<file path="src/inc/cbs_regs.svh">
/*
 * Constants of the bus cycle sequencer: addresses, reset values and pacing.
 * Assumes it is included by bare name from the sequencer design file; the package does not include it.
 */
`ifndef CBS_REGS_SVH
`define CBS_REGS_SVH

`define CBS_DUMMY_ADDR   16'hffff
`define CBS_ADDR_RESET   16'hffff
`define CBS_PAGE_ZERO    8'h00
`define CBS_BUS_DIV      4
`define CBS_EXTRA_MAX    15
`define CBS_LEN_IMM8     3'h2
`define CBS_LEN_IMM16    3'h3
`define CBS_LEN_DIR8     3'h3
`define CBS_LEN_DIR16    3'h4
`define CBS_LEN_CALL     3'h5
`define CBS_LEN_TEST     3'h4
`define CBS_LEN_MODIFY   3'h6

`endif

</file>
<file path="src/inc/cbs_pkg.sv">
/*
 * Types of the bus cycle sequencer: sequence kinds, pin modes, bus cycle kinds.
 * Assumes the constants header is on the include path.
 */
package cbs_pkg;
	typedef enum logic [3:0] {
		CBS_IMM8     = 4'h0,
		CBS_IMM16    = 4'h1,
		CBS_DIR8     = 4'h2,
		CBS_DIR_ST8  = 4'h3,
		CBS_DIR16    = 4'h4,
		CBS_DIR_ST16 = 4'h5,
		CBS_CALL     = 4'h6,
		CBS_TEST     = 4'h7,
		CBS_MODIFY   = 4'h8,
		CBS_PREFETCH = 4'h9
	} cbs_op_t;

	typedef enum logic [1:0] {
		CBS_RUN     = 2'h0,
		CBS_HALT    = 2'h1,
		CBS_SLEEP   = 2'h2,
		CBS_STANDBY = 2'h3
	} cbs_mode_t;

	typedef enum logic [1:0] {
		CBS_CYC_READ  = 2'h0,
		CBS_CYC_WRITE = 2'h1,
		CBS_CYC_FETCH = 2'h2,
		CBS_CYC_DUMMY = 2'h3
	} cbs_cyc_t;
endpackage : cbs_pkg

</file>
<file path="src/design/cbs_sequencer.sv">
/*
 * Bus cycle sequencer: drives address, data and strobes for immediate and
 * direct sequences, and the pin states of reset, standby, halt and sleep.
 * Assumes the instruction decoder issues one command at a time on i_start
 * while o_ready is high, and that i_bus_data is the read byte already
 * captured by the core in this clock domain at the end of each bus cycle.
 */
// Summary of operation
// - Next opcode fetch overlaps the end of an instruction, except prefetching ops, which fetch it first.
// - Cycle count comes from the sequence, not from fetch-to-fetch spacing.
// - Reset and sleep: strobes and fetch marker high, bus granted low.
// - Halt: read, write, direction floated; fetch marker and granted high.
// - Standby: every control, clock output, address, data and ports float.
// - Address high in reset/sleep, floats otherwise; data floats; ports keep in halt/sleep.
// - Direct 8-bit op: address byte, operand, fetch at PC+2; three cycles.
// - Direct 16-bit load: address byte, high, low byte, fetch; four cycles.
// - Direct 16-bit store: address byte, write high then low, fetch; four cycles.
// - Direct call: target, dummy FFFF, push low at SP, high at SP-1, fetch.
// - Mask test four cycles; and/or to memory six with dummy FFFF before write.
`timescale 1ns/10ps
`include "cbs_regs.svh"
module cbs_sequencer #(
	parameter int BUS_DIV   = `CBS_BUS_DIV,
	parameter int EXTRA_MAX = `CBS_EXTRA_MAX
) (
	input  wire logic           i_clock,
	input  wire logic           i_nrst,
	input  wire logic           i_halt_pin_n,
	input  wire logic           i_standby_pin_n,
	input  wire logic           i_sleep,
	input  wire logic           i_start,
	input  wire cbs_pkg::cbs_op_t i_op,
	input  wire logic [15:0]    i_pc,
	input  wire logic [15:0]    i_sp,
	input  wire logic [15:0]    i_wdata,
	input  wire logic [3:0]     i_extra,
	input  wire logic [7:0]     i_bus_data,
	output logic                o_ready,
	output logic                o_done,
	output logic [2:0]          o_cycles,
	output logic [15:0]         o_addr,
	output logic                o_addr_oe_n,
	output logic [7:0]          o_data,
	output logic                o_data_oe_n,
	output logic                o_rd_n,
	output logic                o_wr_n,
	output logic                o_rw,
	output logic                o_ctrl_oe_n,
	output logic                o_opcode_fetch_marker_n,
	output logic                o_bus_granted,
	output logic                o_status_oe_n,
	output logic                o_clock_out_oe_n,
	output logic                o_port_float,
	output logic                o_port_hold
);
	import cbs_pkg::*;

	typedef struct packed {
		cbs_mode_t   mode;
		logic        busy;
		logic        ready;
		logic        done;
		cbs_op_t     op;
		logic [2:0]  step;
		logic [3:0]  extra;
		logic [15:0] pc;
		logic [15:0] sp;
		logic [15:0] wdata;
		logic [7:0]  opaddr;
		logic [2:0]  cycles;
		logic [15:0] addr;
		logic        addr_oe_n;
		logic [7:0]  data;
		logic        data_oe_n;
		logic        rd_n;
		logic        wr_n;
		logic        rw;
		logic        ctrl_oe_n;
		logic        marker_n;
		logic        granted;
		logic        status_oe_n;
		logic        clk_oe_n;
		logic        port_float;
		logic        port_hold;
	} cbs_seq_state_t;

	// Reset puts the pins in their reset posture straight away.
	localparam cbs_seq_state_t RESET_STATE = '{
		mode: CBS_RUN, busy: 1'b0, ready: 1'b0, done: 1'b0, op: CBS_IMM8,
		step: 3'h0, extra: 4'h0, pc: 16'h0000, sp: 16'h0000, wdata: 16'h0000,
		opaddr: 8'h00, cycles: 3'h0, addr: `CBS_ADDR_RESET, addr_oe_n: 1'b0,
		data: 8'h00, data_oe_n: 1'b1, rd_n: 1'b1, wr_n: 1'b1, rw: 1'b1,
		ctrl_oe_n: 1'b0, marker_n: 1'b1, granted: 1'b0, status_oe_n: 1'b0,
		clk_oe_n: 1'b0, port_float: 1'b1, port_hold: 1'b0};

	if (EXTRA_MAX < 0 || EXTRA_MAX > 15) begin : g_bad_extra
		$error("EXTRA_MAX out of range");
	end

	cbs_seq_state_t state_reg;
	cbs_seq_state_t state_next;
	logic           tick;
	logic [1:0]     pins;

	cbs_div #(
		.DIV(BUS_DIV)
	) u_div (
		.i_clock(i_clock),
		.i_nrst (i_nrst),
		.o_tick (tick)
	);

	cbs_sync2 #(
		.W   (2),
		.INIT(2'b11)
	) u_sync (
		.i_clock(i_clock),
		.i_nrst (i_nrst),
		.i_async({i_halt_pin_n, i_standby_pin_n}),
		.o_sync (pins)
	);

	// sequence length
	// Length is fixed per sequence kind, and set by extra for prefetch, so the count never depends on fetch spacing.
	function automatic logic [2:0] seq_len(input cbs_op_t op, input logic [3:0] extra);
		case (op)
			CBS_IMM8:     seq_len = `CBS_LEN_IMM8;
			CBS_IMM16:    seq_len = `CBS_LEN_IMM16;
			CBS_DIR8:     seq_len = `CBS_LEN_DIR8;
			CBS_DIR_ST8:  seq_len = `CBS_LEN_DIR8;
			CBS_DIR16:    seq_len = `CBS_LEN_DIR16;
			CBS_DIR_ST16: seq_len = `CBS_LEN_DIR16;
			CBS_CALL:     seq_len = `CBS_LEN_CALL;
			CBS_TEST:     seq_len = `CBS_LEN_TEST;
			CBS_MODIFY:   seq_len = `CBS_LEN_MODIFY;
			CBS_PREFETCH: seq_len = (extra > 4'h6) ? 3'h7 : 3'(extra + 4'h1);
			default:      seq_len = `CBS_LEN_IMM8;
		endcase
	endfunction : seq_len

	function automatic logic [15:0] dir_addr(input logic [7:0] a);
		dir_addr = {`CBS_PAGE_ZERO, a};
	endfunction : dir_addr

	logic [15:0] cyc_addr;
	cbs_cyc_t    cyc_kind;
	logic [7:0]  cyc_wdata;
	logic        cyc_capture;
	logic [2:0]  last_step;
	logic [15:0] ret_addr;
	logic [7:0]  op_byte;

	always_comb begin
		cyc_addr = `CBS_DUMMY_ADDR;
		cyc_kind = CBS_CYC_DUMMY;
		cyc_wdata = 8'h00;
		// A byte read in one cycle is only on i_bus_data at the tick that ends it.
		cyc_capture = (state_reg.op == CBS_TEST || state_reg.op == CBS_MODIFY)
			? (state_reg.step == 3'h3) : (state_reg.step == 3'h2);
		op_byte = cyc_capture ? i_bus_data : state_reg.opaddr;
		last_step = seq_len(state_reg.op, state_reg.extra);
		ret_addr = state_reg.pc + 16'h0002;
		case (state_reg.op)
			CBS_IMM8, CBS_IMM16: begin
				cyc_addr = state_reg.pc + 16'(state_reg.step);
				cyc_kind = (state_reg.step == last_step) ? CBS_CYC_FETCH : CBS_CYC_READ;
			end
			CBS_DIR8, CBS_DIR16: begin
				cyc_kind = CBS_CYC_READ;
				if (state_reg.step == 3'h1) begin
					cyc_addr = state_reg.pc + 16'h0001;
				end else if (state_reg.step == last_step) begin
					cyc_addr = state_reg.pc + 16'h0002;
					cyc_kind = CBS_CYC_FETCH;
				end else begin
					cyc_addr = dir_addr(op_byte) + 16'(state_reg.step - 3'h2);
				end
			end
			CBS_DIR_ST8, CBS_DIR_ST16: begin
				cyc_kind = CBS_CYC_READ;
				if (state_reg.step == 3'h1) begin
					cyc_addr = state_reg.pc + 16'h0001;
				end else if (state_reg.step == last_step) begin
					cyc_addr = state_reg.pc + 16'h0002;
					cyc_kind = CBS_CYC_FETCH;
				end else begin
					cyc_addr = dir_addr(op_byte) + 16'(state_reg.step - 3'h2);
					cyc_kind = CBS_CYC_WRITE;
					if (state_reg.op == CBS_DIR_ST8 || state_reg.step == 3'h3) begin
						cyc_wdata = state_reg.wdata[7:0];
					end else begin
						cyc_wdata = state_reg.wdata[15:8];
					end
				end
			end
			CBS_CALL: begin
				case (state_reg.step)
					3'h1: begin
						cyc_addr = state_reg.pc + 16'h0001;
						cyc_kind = CBS_CYC_READ;
					end
					3'h2: cyc_kind = CBS_CYC_DUMMY;
					3'h3: begin
						cyc_addr = state_reg.sp;
						cyc_kind = CBS_CYC_WRITE;
						cyc_wdata = ret_addr[7:0];
					end
					3'h4: begin
						cyc_addr = state_reg.sp - 16'h0001;
						cyc_kind = CBS_CYC_WRITE;
						cyc_wdata = ret_addr[15:8];
					end
					default: begin
						cyc_addr = dir_addr(state_reg.opaddr);
						cyc_kind = CBS_CYC_FETCH;
					end
				endcase
			end
			CBS_TEST, CBS_MODIFY: begin
				cyc_kind = CBS_CYC_READ;
				if (state_reg.step == last_step) begin
					cyc_addr = state_reg.pc + 16'h0003;
					cyc_kind = CBS_CYC_FETCH;
				end else if (state_reg.step < 3'h3) begin
					cyc_addr = state_reg.pc + 16'(state_reg.step);
				end else if (state_reg.step == 3'h4) begin
					cyc_kind = CBS_CYC_DUMMY;
				end else begin
					cyc_addr = dir_addr(op_byte);
					cyc_kind = (state_reg.step == 3'h5) ? CBS_CYC_WRITE : CBS_CYC_READ;
					cyc_wdata = state_reg.wdata[7:0];
				end
			end
			// prefetch then execute
			// The opcode after a prefetching op is fetched first; internal cycles follow.
			CBS_PREFETCH: begin
				if (state_reg.step == 3'h1) begin
					cyc_addr = state_reg.pc + 16'h0001;
					cyc_kind = CBS_CYC_FETCH;
				end
			end
			default: cyc_kind = CBS_CYC_DUMMY;
		endcase
	end

	always_comb begin
		state_next = state_reg;
		state_next.done = 1'b0;
		if (!pins[0]) begin
			state_next.mode = CBS_STANDBY;
			state_next.busy = 1'b0;
		end else if (state_reg.mode == CBS_STANDBY) begin
			// Leaving standby restarts like a reset, so the bus posture is rebuilt.
			state_next = RESET_STATE;
		end else if (tick) begin
			if (state_reg.busy) begin
				state_next.addr = cyc_addr;
				state_next.data = cyc_wdata;
				state_next.data_oe_n = (cyc_kind != CBS_CYC_WRITE);
				state_next.rw = (cyc_kind != CBS_CYC_WRITE);
				state_next.wr_n = (cyc_kind != CBS_CYC_WRITE);
				state_next.rd_n = (cyc_kind == CBS_CYC_WRITE) || (cyc_kind == CBS_CYC_DUMMY);
				state_next.marker_n = (cyc_kind != CBS_CYC_FETCH);
				state_next.step = state_reg.step + 3'h1;
				if (cyc_capture) begin
					state_next.opaddr = i_bus_data;
				end
				if (state_reg.step == last_step) begin
					state_next.busy = 1'b0;
					state_next.done = 1'b1;
					state_next.cycles = last_step;
				end
			end else begin
				state_next.addr = `CBS_ADDR_RESET;
				state_next.data_oe_n = 1'b1;
				state_next.rd_n = 1'b1;
				state_next.wr_n = 1'b1;
				state_next.rw = 1'b1;
				state_next.marker_n = 1'b1;
				if (!pins[1]) begin
					state_next.mode = CBS_HALT;
				end else if (i_sleep) begin
					state_next.mode = CBS_SLEEP;
				end else begin
					state_next.mode = CBS_RUN;
				end
			end
		end
		if (state_reg.ready && i_start) begin
			state_next.busy = 1'b1;
			state_next.op = i_op;
			state_next.step = 3'h1;
			state_next.extra = (i_extra > 4'(EXTRA_MAX)) ? 4'(EXTRA_MAX) : i_extra;
			state_next.pc = i_pc;
			state_next.sp = i_sp;
			state_next.wdata = i_wdata;
			state_next.mode = CBS_RUN;
		end
		state_next.ready = !state_next.busy && state_next.mode == CBS_RUN && pins == 2'b11
			&& !i_sleep && !(state_reg.ready && i_start);
		state_next.clk_oe_n = (state_next.mode == CBS_STANDBY);
		case (state_next.mode)
			CBS_STANDBY: begin
				state_next.addr_oe_n = 1'b1;
				state_next.data_oe_n = 1'b1;
				state_next.ctrl_oe_n = 1'b1;
				state_next.status_oe_n = 1'b1;
				state_next.port_float = 1'b1;
				state_next.port_hold = 1'b0;
			end
			CBS_HALT: begin
				state_next.addr_oe_n = 1'b1;
				state_next.data_oe_n = 1'b1;
				state_next.ctrl_oe_n = 1'b1;
				state_next.status_oe_n = 1'b0;
				state_next.marker_n = 1'b1;
				state_next.granted = 1'b1;
				state_next.port_float = 1'b0;
				state_next.port_hold = 1'b1;
			end
			CBS_SLEEP: begin
				state_next.addr_oe_n = 1'b0;
				state_next.ctrl_oe_n = 1'b0;
				state_next.status_oe_n = 1'b0;
				state_next.granted = 1'b0;
				state_next.port_float = 1'b0;
				state_next.port_hold = 1'b1;
			end
			default: begin
				state_next.addr_oe_n = 1'b0;
				state_next.ctrl_oe_n = 1'b0;
				state_next.status_oe_n = 1'b0;
				state_next.granted = 1'b0;
				state_next.port_float = 1'b0;
				state_next.port_hold = 1'b0;
			end
		endcase
	end

	always_ff @(posedge i_clock or negedge i_nrst) begin
		if (!i_nrst) begin
			state_reg <= RESET_STATE;
		end else begin
			state_reg <= state_next;
		end
	end

	assign o_ready = state_reg.ready;
	assign o_done = state_reg.done;
	assign o_cycles = state_reg.cycles;
	assign o_addr = state_reg.addr;
	assign o_addr_oe_n = state_reg.addr_oe_n;
	assign o_data = state_reg.data;
	assign o_data_oe_n = state_reg.data_oe_n;
	assign o_rd_n = state_reg.rd_n;
	assign o_wr_n = state_reg.wr_n;
	assign o_rw = state_reg.rw;
	assign o_ctrl_oe_n = state_reg.ctrl_oe_n;
	assign o_opcode_fetch_marker_n = state_reg.marker_n;
	assign o_bus_granted = state_reg.granted;
	assign o_status_oe_n = state_reg.status_oe_n;
	assign o_clock_out_oe_n = state_reg.clk_oe_n;
	assign o_port_float = state_reg.port_float;
	assign o_port_hold = state_reg.port_hold;
endmodule : cbs_sequencer

</file>
<file path="src/design/cbs_sync2.sv">
/*
 * Two flip-flop synchroniser for pin levels.
 * Assumes the inputs are asynchronous levels; the first stage feeds only the second.
 */
`timescale 1ns/10ps
module cbs_sync2 #(
	parameter int         W     = 1,
	parameter logic [W-1:0] INIT = '1
) (
	input  wire logic         i_clock,
	input  wire logic         i_nrst,
	input  wire logic [W-1:0] i_async,
	output logic      [W-1:0] o_sync
);
	typedef struct packed {
		logic [W-1:0] s1;
		logic [W-1:0] s2;
	} cbs_sync_state_t;

	cbs_sync_state_t state_reg;
	cbs_sync_state_t state_next;

	always_comb begin
		state_next.s1 = i_async;
		state_next.s2 = state_reg.s1;
	end

	always_ff @(posedge i_clock or negedge i_nrst) begin
		if (!i_nrst) begin
			state_reg <= {INIT, INIT};
		end else begin
			state_reg <= state_next;
		end
	end

	assign o_sync = state_reg.s2;
endmodule : cbs_sync2

</file>
<file path="src/design/cbs_div.sv">
/*
 * Divider that paces bus cycles with a one-cycle enable pulse.
 * Assumes a single clock; DIV is the number of clocks per bus cycle.
 */
`timescale 1ns/10ps
module cbs_div #(
	parameter int DIV = 4
) (
	input  wire logic i_clock,
	input  wire logic i_nrst,
	output logic      o_tick
);
	typedef struct packed {
		logic [7:0] cnt;
		logic       tick;
	} cbs_div_state_t;

	cbs_div_state_t state_reg;
	cbs_div_state_t state_next;

	if (DIV < 1 || DIV > 256) begin : g_bad_div
		$error("DIV out of range");
	end

	always_comb begin
		state_next = state_reg;
		state_next.tick = (state_reg.cnt == 8'(DIV - 1));
		state_next.cnt = state_next.tick ? 8'h00 : state_reg.cnt + 8'h01;
	end

	always_ff @(posedge i_clock or negedge i_nrst) begin
		if (!i_nrst) begin
			state_reg <= '0;
		end else begin
			state_reg <= state_next;
		end
	end

	assign o_tick = state_reg.tick;
endmodule : cbs_div

</file>
<file path="config.mk">
export PLATFORM = sky130hd
export DESIGN_NAME = cbs_sequencer
export DESIGN_NICKNAME = d
export VERILOG_FILES = /design/src/inc/cbs_pkg.sv /design/src/design/cbs_sequencer.sv /design/src/design/cbs_sync2.sv /design/src/design/cbs_div.sv
export VERILOG_INCLUDE_DIRS = /design/src /design/src/inc
export SDC_FILE = /design/constraint.sdc
export NUM_CORES = 1
export LEC_CHECK = 0
export BUFFER_PORTS_ARGS = -buffer_cell sky130_fd_sc_hd__buf_4
export CORE_MARGIN = 3
export CORE_UTILIZATION = 38
export CTS_CLUSTER_SIZE = 20
export DETAILED_ROUTE_END_ITERATION = 7
export PLACE_DENSITY = 0.67
export SLEW_MARGIN = 20
export SYNTH_ARGS = -nofsm -noshare
export SYNTH_HDL_FRONTEND = slang
export SYNTH_SLANG_ARGS = --single-unit
</file>
<file path="constraint.sdc">
create_clock -name i_clock -period 6.7 [get_ports i_clock]
set_clock_uncertainty 0.05 [all_clocks]
set_input_delay 0.335 -clock i_clock [delete_from_list [all_inputs] [get_ports i_clock]]
set_output_delay 0.335 -clock i_clock [all_outputs]
set_load 0.03 [all_outputs]
</file>
Yosys cells after proc, flatten, opt, wreduce, memory -nomap -nowiden
Index checks and enable logic that the tools add are counted.

operators by class
  add/subtract/negate cells = 10
  magnitude comparators = 3
  eq/ne operators = 27
  mux-type cells = 73
  reductions and logical operators = 42

operator list
  cell                                                 count
  2-to-1 mux 16 bit                                    7
  2-to-1 mux 107 bit                                   1
  one-hot mux 16 bit (5 select lines)                  1
  2-to-1 mux 8 bit                                     9
  one-hot mux 16 bit (4 select lines)                  1
  2-to-1 mux 59 bit                                    1
  2-to-1 mux 27 bit                                    2
  2-to-1 mux 52 bit                                    1
  adder 16 x 2 -> 16 bit, second input constant        2
  2-to-1 mux 3 bit                                     9
  2-to-1 mux 12 bit                                    2
  one-hot mux 8 bit (3 select lines)                   1
  2-to-1 mux 2 bit                                     10
  2-to-1 mux 1 bit                                     17
  adder 16 x 1 -> 16 bit, second input constant        1
  adder 16 x 3 -> 16 bit                               1
  equality test 4 x 3 -> 1 bit, second input constant  4
  one-hot mux 8 bit (2 select lines)                   1
  subtractor 16 x 1 -> 16 bit, second input constant   1
  one-hot mux 3 bit (5 select lines)                   1
  nonzero test 2 bit                                   7
  OR reduction 2 bit                                   7
  2-to-1 mux 4 bit                                     3
  one-hot mux 2 bit (6 select lines)                   1
  other kinds (35)                                     64

storage, ports and cells
  register bits after elaboration = 123
  input port bits = 70
  word-level logic and storage cells = 184

Depth between registers and ports, before layout
  depth in word-level cells = 15
  gate-level depth with buffers = 16

Modules after synthesis
A second synthesis with hierarchy kept.

second synthesis, totals
  cells, all modules = 978
  area total of the unflattened synthesis = 8471.9 µm²

modules (own cells, without submodules)
  module         instances  cells each  area each (µm²)  seq. area each (µm²)
  cbs_sequencer  1          944         7982.7           2728.9
  cbs_div        1          30          384.1            225.2
  cbs_sync2      1          4           105.1            105.1

Worst setup path before layout
OpenSTA, ideal clock, no wires.

  kind = register to register
  from = reg state_reg[99] (netlist bit)
  to = reg state_reg, in the netlist o_addr[15]
  setup time = 0.083 ns
  arrival = 3.582 ns
  setup slack = 2.984 ns
  stages on the path, launching flop included = 17
  path buffers = 2
  path through = dfrtp_1 -> buf_2 -> inv_1 -> ha_1 -> nor2b_1 -> clkbuf_1 -> mux2i_4 -> mux2i_1 -> inv_1 -> ha_1 -> a211oi_1 -> o21ai_0 -> a31oi_1 -> xor2_1 -> a31oi_1 -> o311a_1 -> o32a_1

between the ends
  word-level cells in the longest chain between the ends = 10
  elaborated cells between the ends (all ways) = 22

ends and longest elaborated chain
  what                                     RTL line                                    RTL
  start, declared                          cbs_sequencer.sv:100                        cbs_seq_state_t state_reg;
  start signal, assigned                   cbs_sequencer.sv:344                        state_reg <= state_next;
  equality test 3 x 2 -> 1 bit             cbs_sequencer.sv:159, cbs_sequencer.sv:197
  2-to-1 mux 1 bit                         cbs_sequencer.sv:159                        ? (state_reg.step == 3'h3) : (state_reg.step == 3'h2);
  2-to-1 mux 8 bit                         -
  adder 9 x 4 -> 10 bit                    cbs_sequencer.sv:176, cbs_sequencer.sv:187
  2-to-1 mux 16 bit                        cbs_sequencer.sv:172, cbs_sequencer.sv:183
  2-to-1 mux 16 bit                        cbs_sequencer.sv:170                        if (state_reg.step == 3'h1) begin
  one-hot mux 16 bit (5 select lines) (*)  cbs_sequencer.sv:163                        case (state_reg.op)
  2-to-1 mux 16 bit (*)                    cbs_sequencer.sv:256                        if (state_reg.busy) begin
  2-to-1 mux 27 bit (*)                    cbs_sequencer.sv:255                        end else if (tick) begin
  2-to-1 mux 27 bit (*)                    cbs_sequencer.sv:252                        end else if (state_reg.mode == CBS_STANDBY) begin

Mark *: on every way between the ends. The rest lies on a longest branch, timed or not. The select of a mux whose other input is x is not followed.
A chain may end at the register's enable or synchronous reset.

Worst setup path after layout
  from = reg state_reg[105] (netlist bit)
  to = reg state_reg, in the netlist o_addr[15]

between the ends
  word-level cells in the longest chain between the ends = 11
  elaborated cells between the ends (all ways) = 28

ends and longest elaborated chain
  what                                                                        RTL line                                                          RTL
  equality test 4 x 3 -> 1 bit / equality test 4 bit (equally long branches)  cbs_sequencer.sv:126, cbs_sequencer.sv:158, cbs_sequencer.sv:163
  logical OR 1 bit                                                            cbs_sequencer.sv:158                                              cyc_capture = (state_reg.op == CBS_TEST || state_reg.op == CBS_MODIFY)
  2-to-1 mux 1 bit                                                            cbs_sequencer.sv:159
  2-to-1 mux 8 bit                                                            -
  adder 9 x 4 -> 10 bit                                                       cbs_sequencer.sv:176, cbs_sequencer.sv:187
  2-to-1 mux 16 bit                                                           cbs_sequencer.sv:172, cbs_sequencer.sv:183
  2-to-1 mux 16 bit                                                           cbs_sequencer.sv:170
  one-hot mux 16 bit (5 select lines) (*)                                     cbs_sequencer.sv:163
  2-to-1 mux 16 bit (*)                                                       cbs_sequencer.sv:256
  2-to-1 mux 27 bit (*)                                                       cbs_sequencer.sv:255
  2-to-1 mux 27 bit (*)                                                       cbs_sequencer.sv:252

Marks and branches as above.

==> qor.csv <==
stage,metric,value,unit
outcome,status,"complete, no violations",
route,wl_met3,3060,um
route,drt-initial-drc-count,830,
sta,max_freq,203,MHz
layout,instances_no_fill,1326,
power_and_ir_drop,netSwitchingPower,526,uW
die,core-area,0.0222,mm^2
worst_setup_path,worst_setup_path_startpoint,state_reg[105]$_DFFE_PN0P_,
route,wl_met1,13500,um
layout,largest_reg_flops,70,
yosys,yosysUniqueCellTypes,76,
worst_setup_path,critPathKind,flop to flop,
yosys,synth_ff_type,dfrtp_1,
worst_setup_path,worstPathMaxFanout,19,
power_and_ir_drop,powerDensity,188,mW/mm^2
yosys,syn_inst,997,
route,top_layer,met4,
clock_tree,htree_levels,4,
sta,fin_crit_sh,73.4,%
route,drc_errors,0,
sta,period_needed,4.92,ns
route,antenna_left,0,
yosys,ys_seq_area_share,35.2,%
placement,place_ws,1.97,ns
clock_tree,clock-sinks,121,
route,wl_per_cell,22.2,um
worst_setup_path,path_buf_inv,1,
clock_tree,cts-root-buf,clkbuf_16,
power_and_ir_drop,pwr-share-clk,49.3,%
die,die_width,157,um
power_and_ir_drop,internal_power,1360,uW
die,start_util,39.2,%
power_and_ir_drop,power_frac_comb,9.7,%
power_and_ir_drop,peakVddDrop,146,uV
min_path,hold_path.class,input pin to flop,
yosys,ys.warnings.count,0,
placement,gp_congestion,0.984,
yosys,synth_seq_cells,121,
route,vias,8102,
layout,antennaDiodeCount,0,
sta,tns,0,ns
layout,drive_gt1_share,19.8,%
die,rows,54,
clock_tree,path_clk_slew,0.07,ns
yosys,netlist_area,0.00868,mm^2
sta,setup_viol,0,
layout,syn_to_final_growth,15.6,%
yosys,yosysMostFrequentCell,nor2_1,
global_routing,grt_util_all_layers,23.6,%
clock_tree,post_cts_resized,0,
clock_tree,clock_latency,0.43,ns
layout,layout.filler_cells,2151,
global_routing,grt.overflow.total,0,
global_routing,grt_pass1_vias,7673,
worst_setup_path,cpMostUsedCell,a31oi_1,
yosys,synthArstFlopShare,100,%
sta,max_slew_margin,21.4,%
placement,hpwl,21500,um
sta,tightest_slew,1.18,ns
power_and_ir_drop,p_leak,0.00420,uW
route,routed_wirelength,29500,um
route,drt_first_pass_iters,6,
sta,hold_ws,0.0700,ns
power_and_ir_drop,netSwitchingFraction,28.0,%
layout,final-seq-area,0.00306,mm^2
clock_tree,cts_tree,yes,
sta,fin_ws,1.78,ns
worst_setup_path,crit_path_end_kind,flop,
global_routing,grt_antenna_before_repair,0,
worst_setup_path,r2r-start,state_reg[105]$_DFFE_PN0P_,
sta,timing.final.max_slew_violations,0,
worst_setup_path,crit_chain,and2b_1 -> a31oi_4 -> mux2i_4 -> mux2i_1 -> inv_1 -> ha_1 -> a211oi_1 -> o21ai_0 -> a31oi_1 -> xor2_1 -> a31oi_1 -> o311a_1 -> o32a_1,
global_routing,grt_start_max_net_pins,64,
die,die_h,157,um
route,detail_route.vias_per_cell,6.11,
layout,multi_input_area,0.00500,mm^2
min_path,min_from,i_wdata[1],
worst_setup_path,arrival,5.24,ns
die,boundaryPins,111,
route,met2_length,12200,um
worst_setup_path,slowest_delay,0.67,ns
yosys,synth.top_cells.by_count,"nor2_1 (99), dfrtp_1 (96), a22o_1 (65)",
sta,grt_setup_unrepaired,false,
worst_setup_path,crit_path_top_delay_cell,dfrtp_1,
yosys,synth_top_area_cell,dfrtp_1,
yosys,synth_fp_nets,1099,
layout,final_cell_area,0.0100,mm^2
die,fp.dieArea,0.0247,mm^2
worst_setup_path,cp_top_family,compound AO/OA/AOI/OAI gates,
placement,io_buffers,110,
layout,nets,1135,
worst_setup_path,crit_required,7.02,ns
worst_setup_path,startpoint_type,flop,
clock_tree,cts_buffer_depth,2,
yosys,synth.avg_cell_area,8.71,um^2
yosys,synth_top_area_share,27.7,%
yosys,yosys-top-cells-area,"dfrtp_1 (28%), dfstp_2 (7.6%), a22o_1 (6.6%)",
power_and_ir_drop,seqPwrFrac,41.0,%
placement,placedCellCount,1291,
sta,hold_viol,0,
global_routing,grt_pass1_wl,45200,um
run,maxCapViolCount,0,
clock_tree,numCtsBuffers,17,
yosys,synth_edf_count,0,
placement,placed_area,0.00941,mm^2
==> cell usage in the layout, fill, tap and decap left out, types with 5 or more instances in the layout <==
cell       netlist  final
nor4_1          12     11
and3_1           8      8
a21o_1           7      7
or2_2            6      6
nand4b_1         5      5
clkbuf_16        0     17
a21oi_1         59     59
dfrtp_1         96     96
nand2_1         63     63
a2111oi_0        5      5
nor3_1          27     27
o2111ai_1        6      6
xor2_1          29     29
nand3_1         25     25
xnor2_1         43     43
inv_6            0      7
buf_4           30    120
a221o_1          6      6
o211ai_1        12     12
a31oi_1         28     28
dfstp_2         25     25
and2_1           6      5
nand4_1         13     13
o21ai_0         59     59
inv_1           27     27
ha_1            30     30
mux2_2           6      6
a211oi_1         9      9
o22ai_1         12     12
a22oi_1          5      5
nor2b_1          9      8
a22o_1          65     65
mux2i_1          7      7
nor2_1          99     98
==> per-layer routing <==
layer  track usage, %  vias to the layer above
met5            0.595                        -
met4             7.56                        0
met3             6.71                       54
met2             32.7                      448
met1             35.2                     3847
li1                 -                     3753
==> repair_timing <==
item	in CTS	in global routing
hold buffers	3	0
buffers inserted	0	0
hold endpoints to repair	49	0
==> power by group through the flow <==
stage	registers [uW]	clock network, uW	logic, uW
2_1_floorplan	779	0	94.9
3_3_place_gp	784	0	180
3_5_place_dp	784	0	179
4_1_cts	772	943	182
5_1_grt	774	976	198
6_report	772	928	182
==> logic make-up (layout without fill, tap and decap cells) <==
group	count (synthesis)	count (layout)	share of synthesized area, %
compound gates	326	326	26.5
simple gates	298	298	16.8
buf+inv	133	182	7.32
flops	121	121	35.2
xor+xnor	72	72	7.27
fa+ha+maj	32	32	4.79
mux	15	15	2.02
==> final cells by class <==
class	instances	area share [%]
multi-input cells	743	49.9
flip-flops and latches	121	30.5
repair buffers	123	9.28
clock buffers	18	4.38
well taps	280	3.49
clock inverters	14	1.48
inverters	27	1.01
==> path summary, 6_finish.rpt <==
path,endpoint,slack [ns],cells past startpoint
setup / recovery,o_addr[15]$_DFFE_PN1P_,1.78,13
hold / removal,state_reg[48]$_DFFE_PN0P_,0.07,2
setup reg to reg,o_addr[15]$_DFFE_PN1P_,1.78,13
hold reg to reg,u_sync.o_sync[0]$_DFF_PN1_,0.31,0
max in group asynchronous,state_reg[45]$_DFFE_PN0P_,4.85,3
min in group asynchronous,state_reg[50]$_DFFE_PN0P_,0.49,2
==> through the flow <==
stage	util (%)	power [uW]
floorplan	-	874
global placement	42.5	964
detailed placement	42.5	964
CTS	45.3	1900
global route	45.3	1950
finish	45.3	1880
Power figures use the tool's default switching activity.
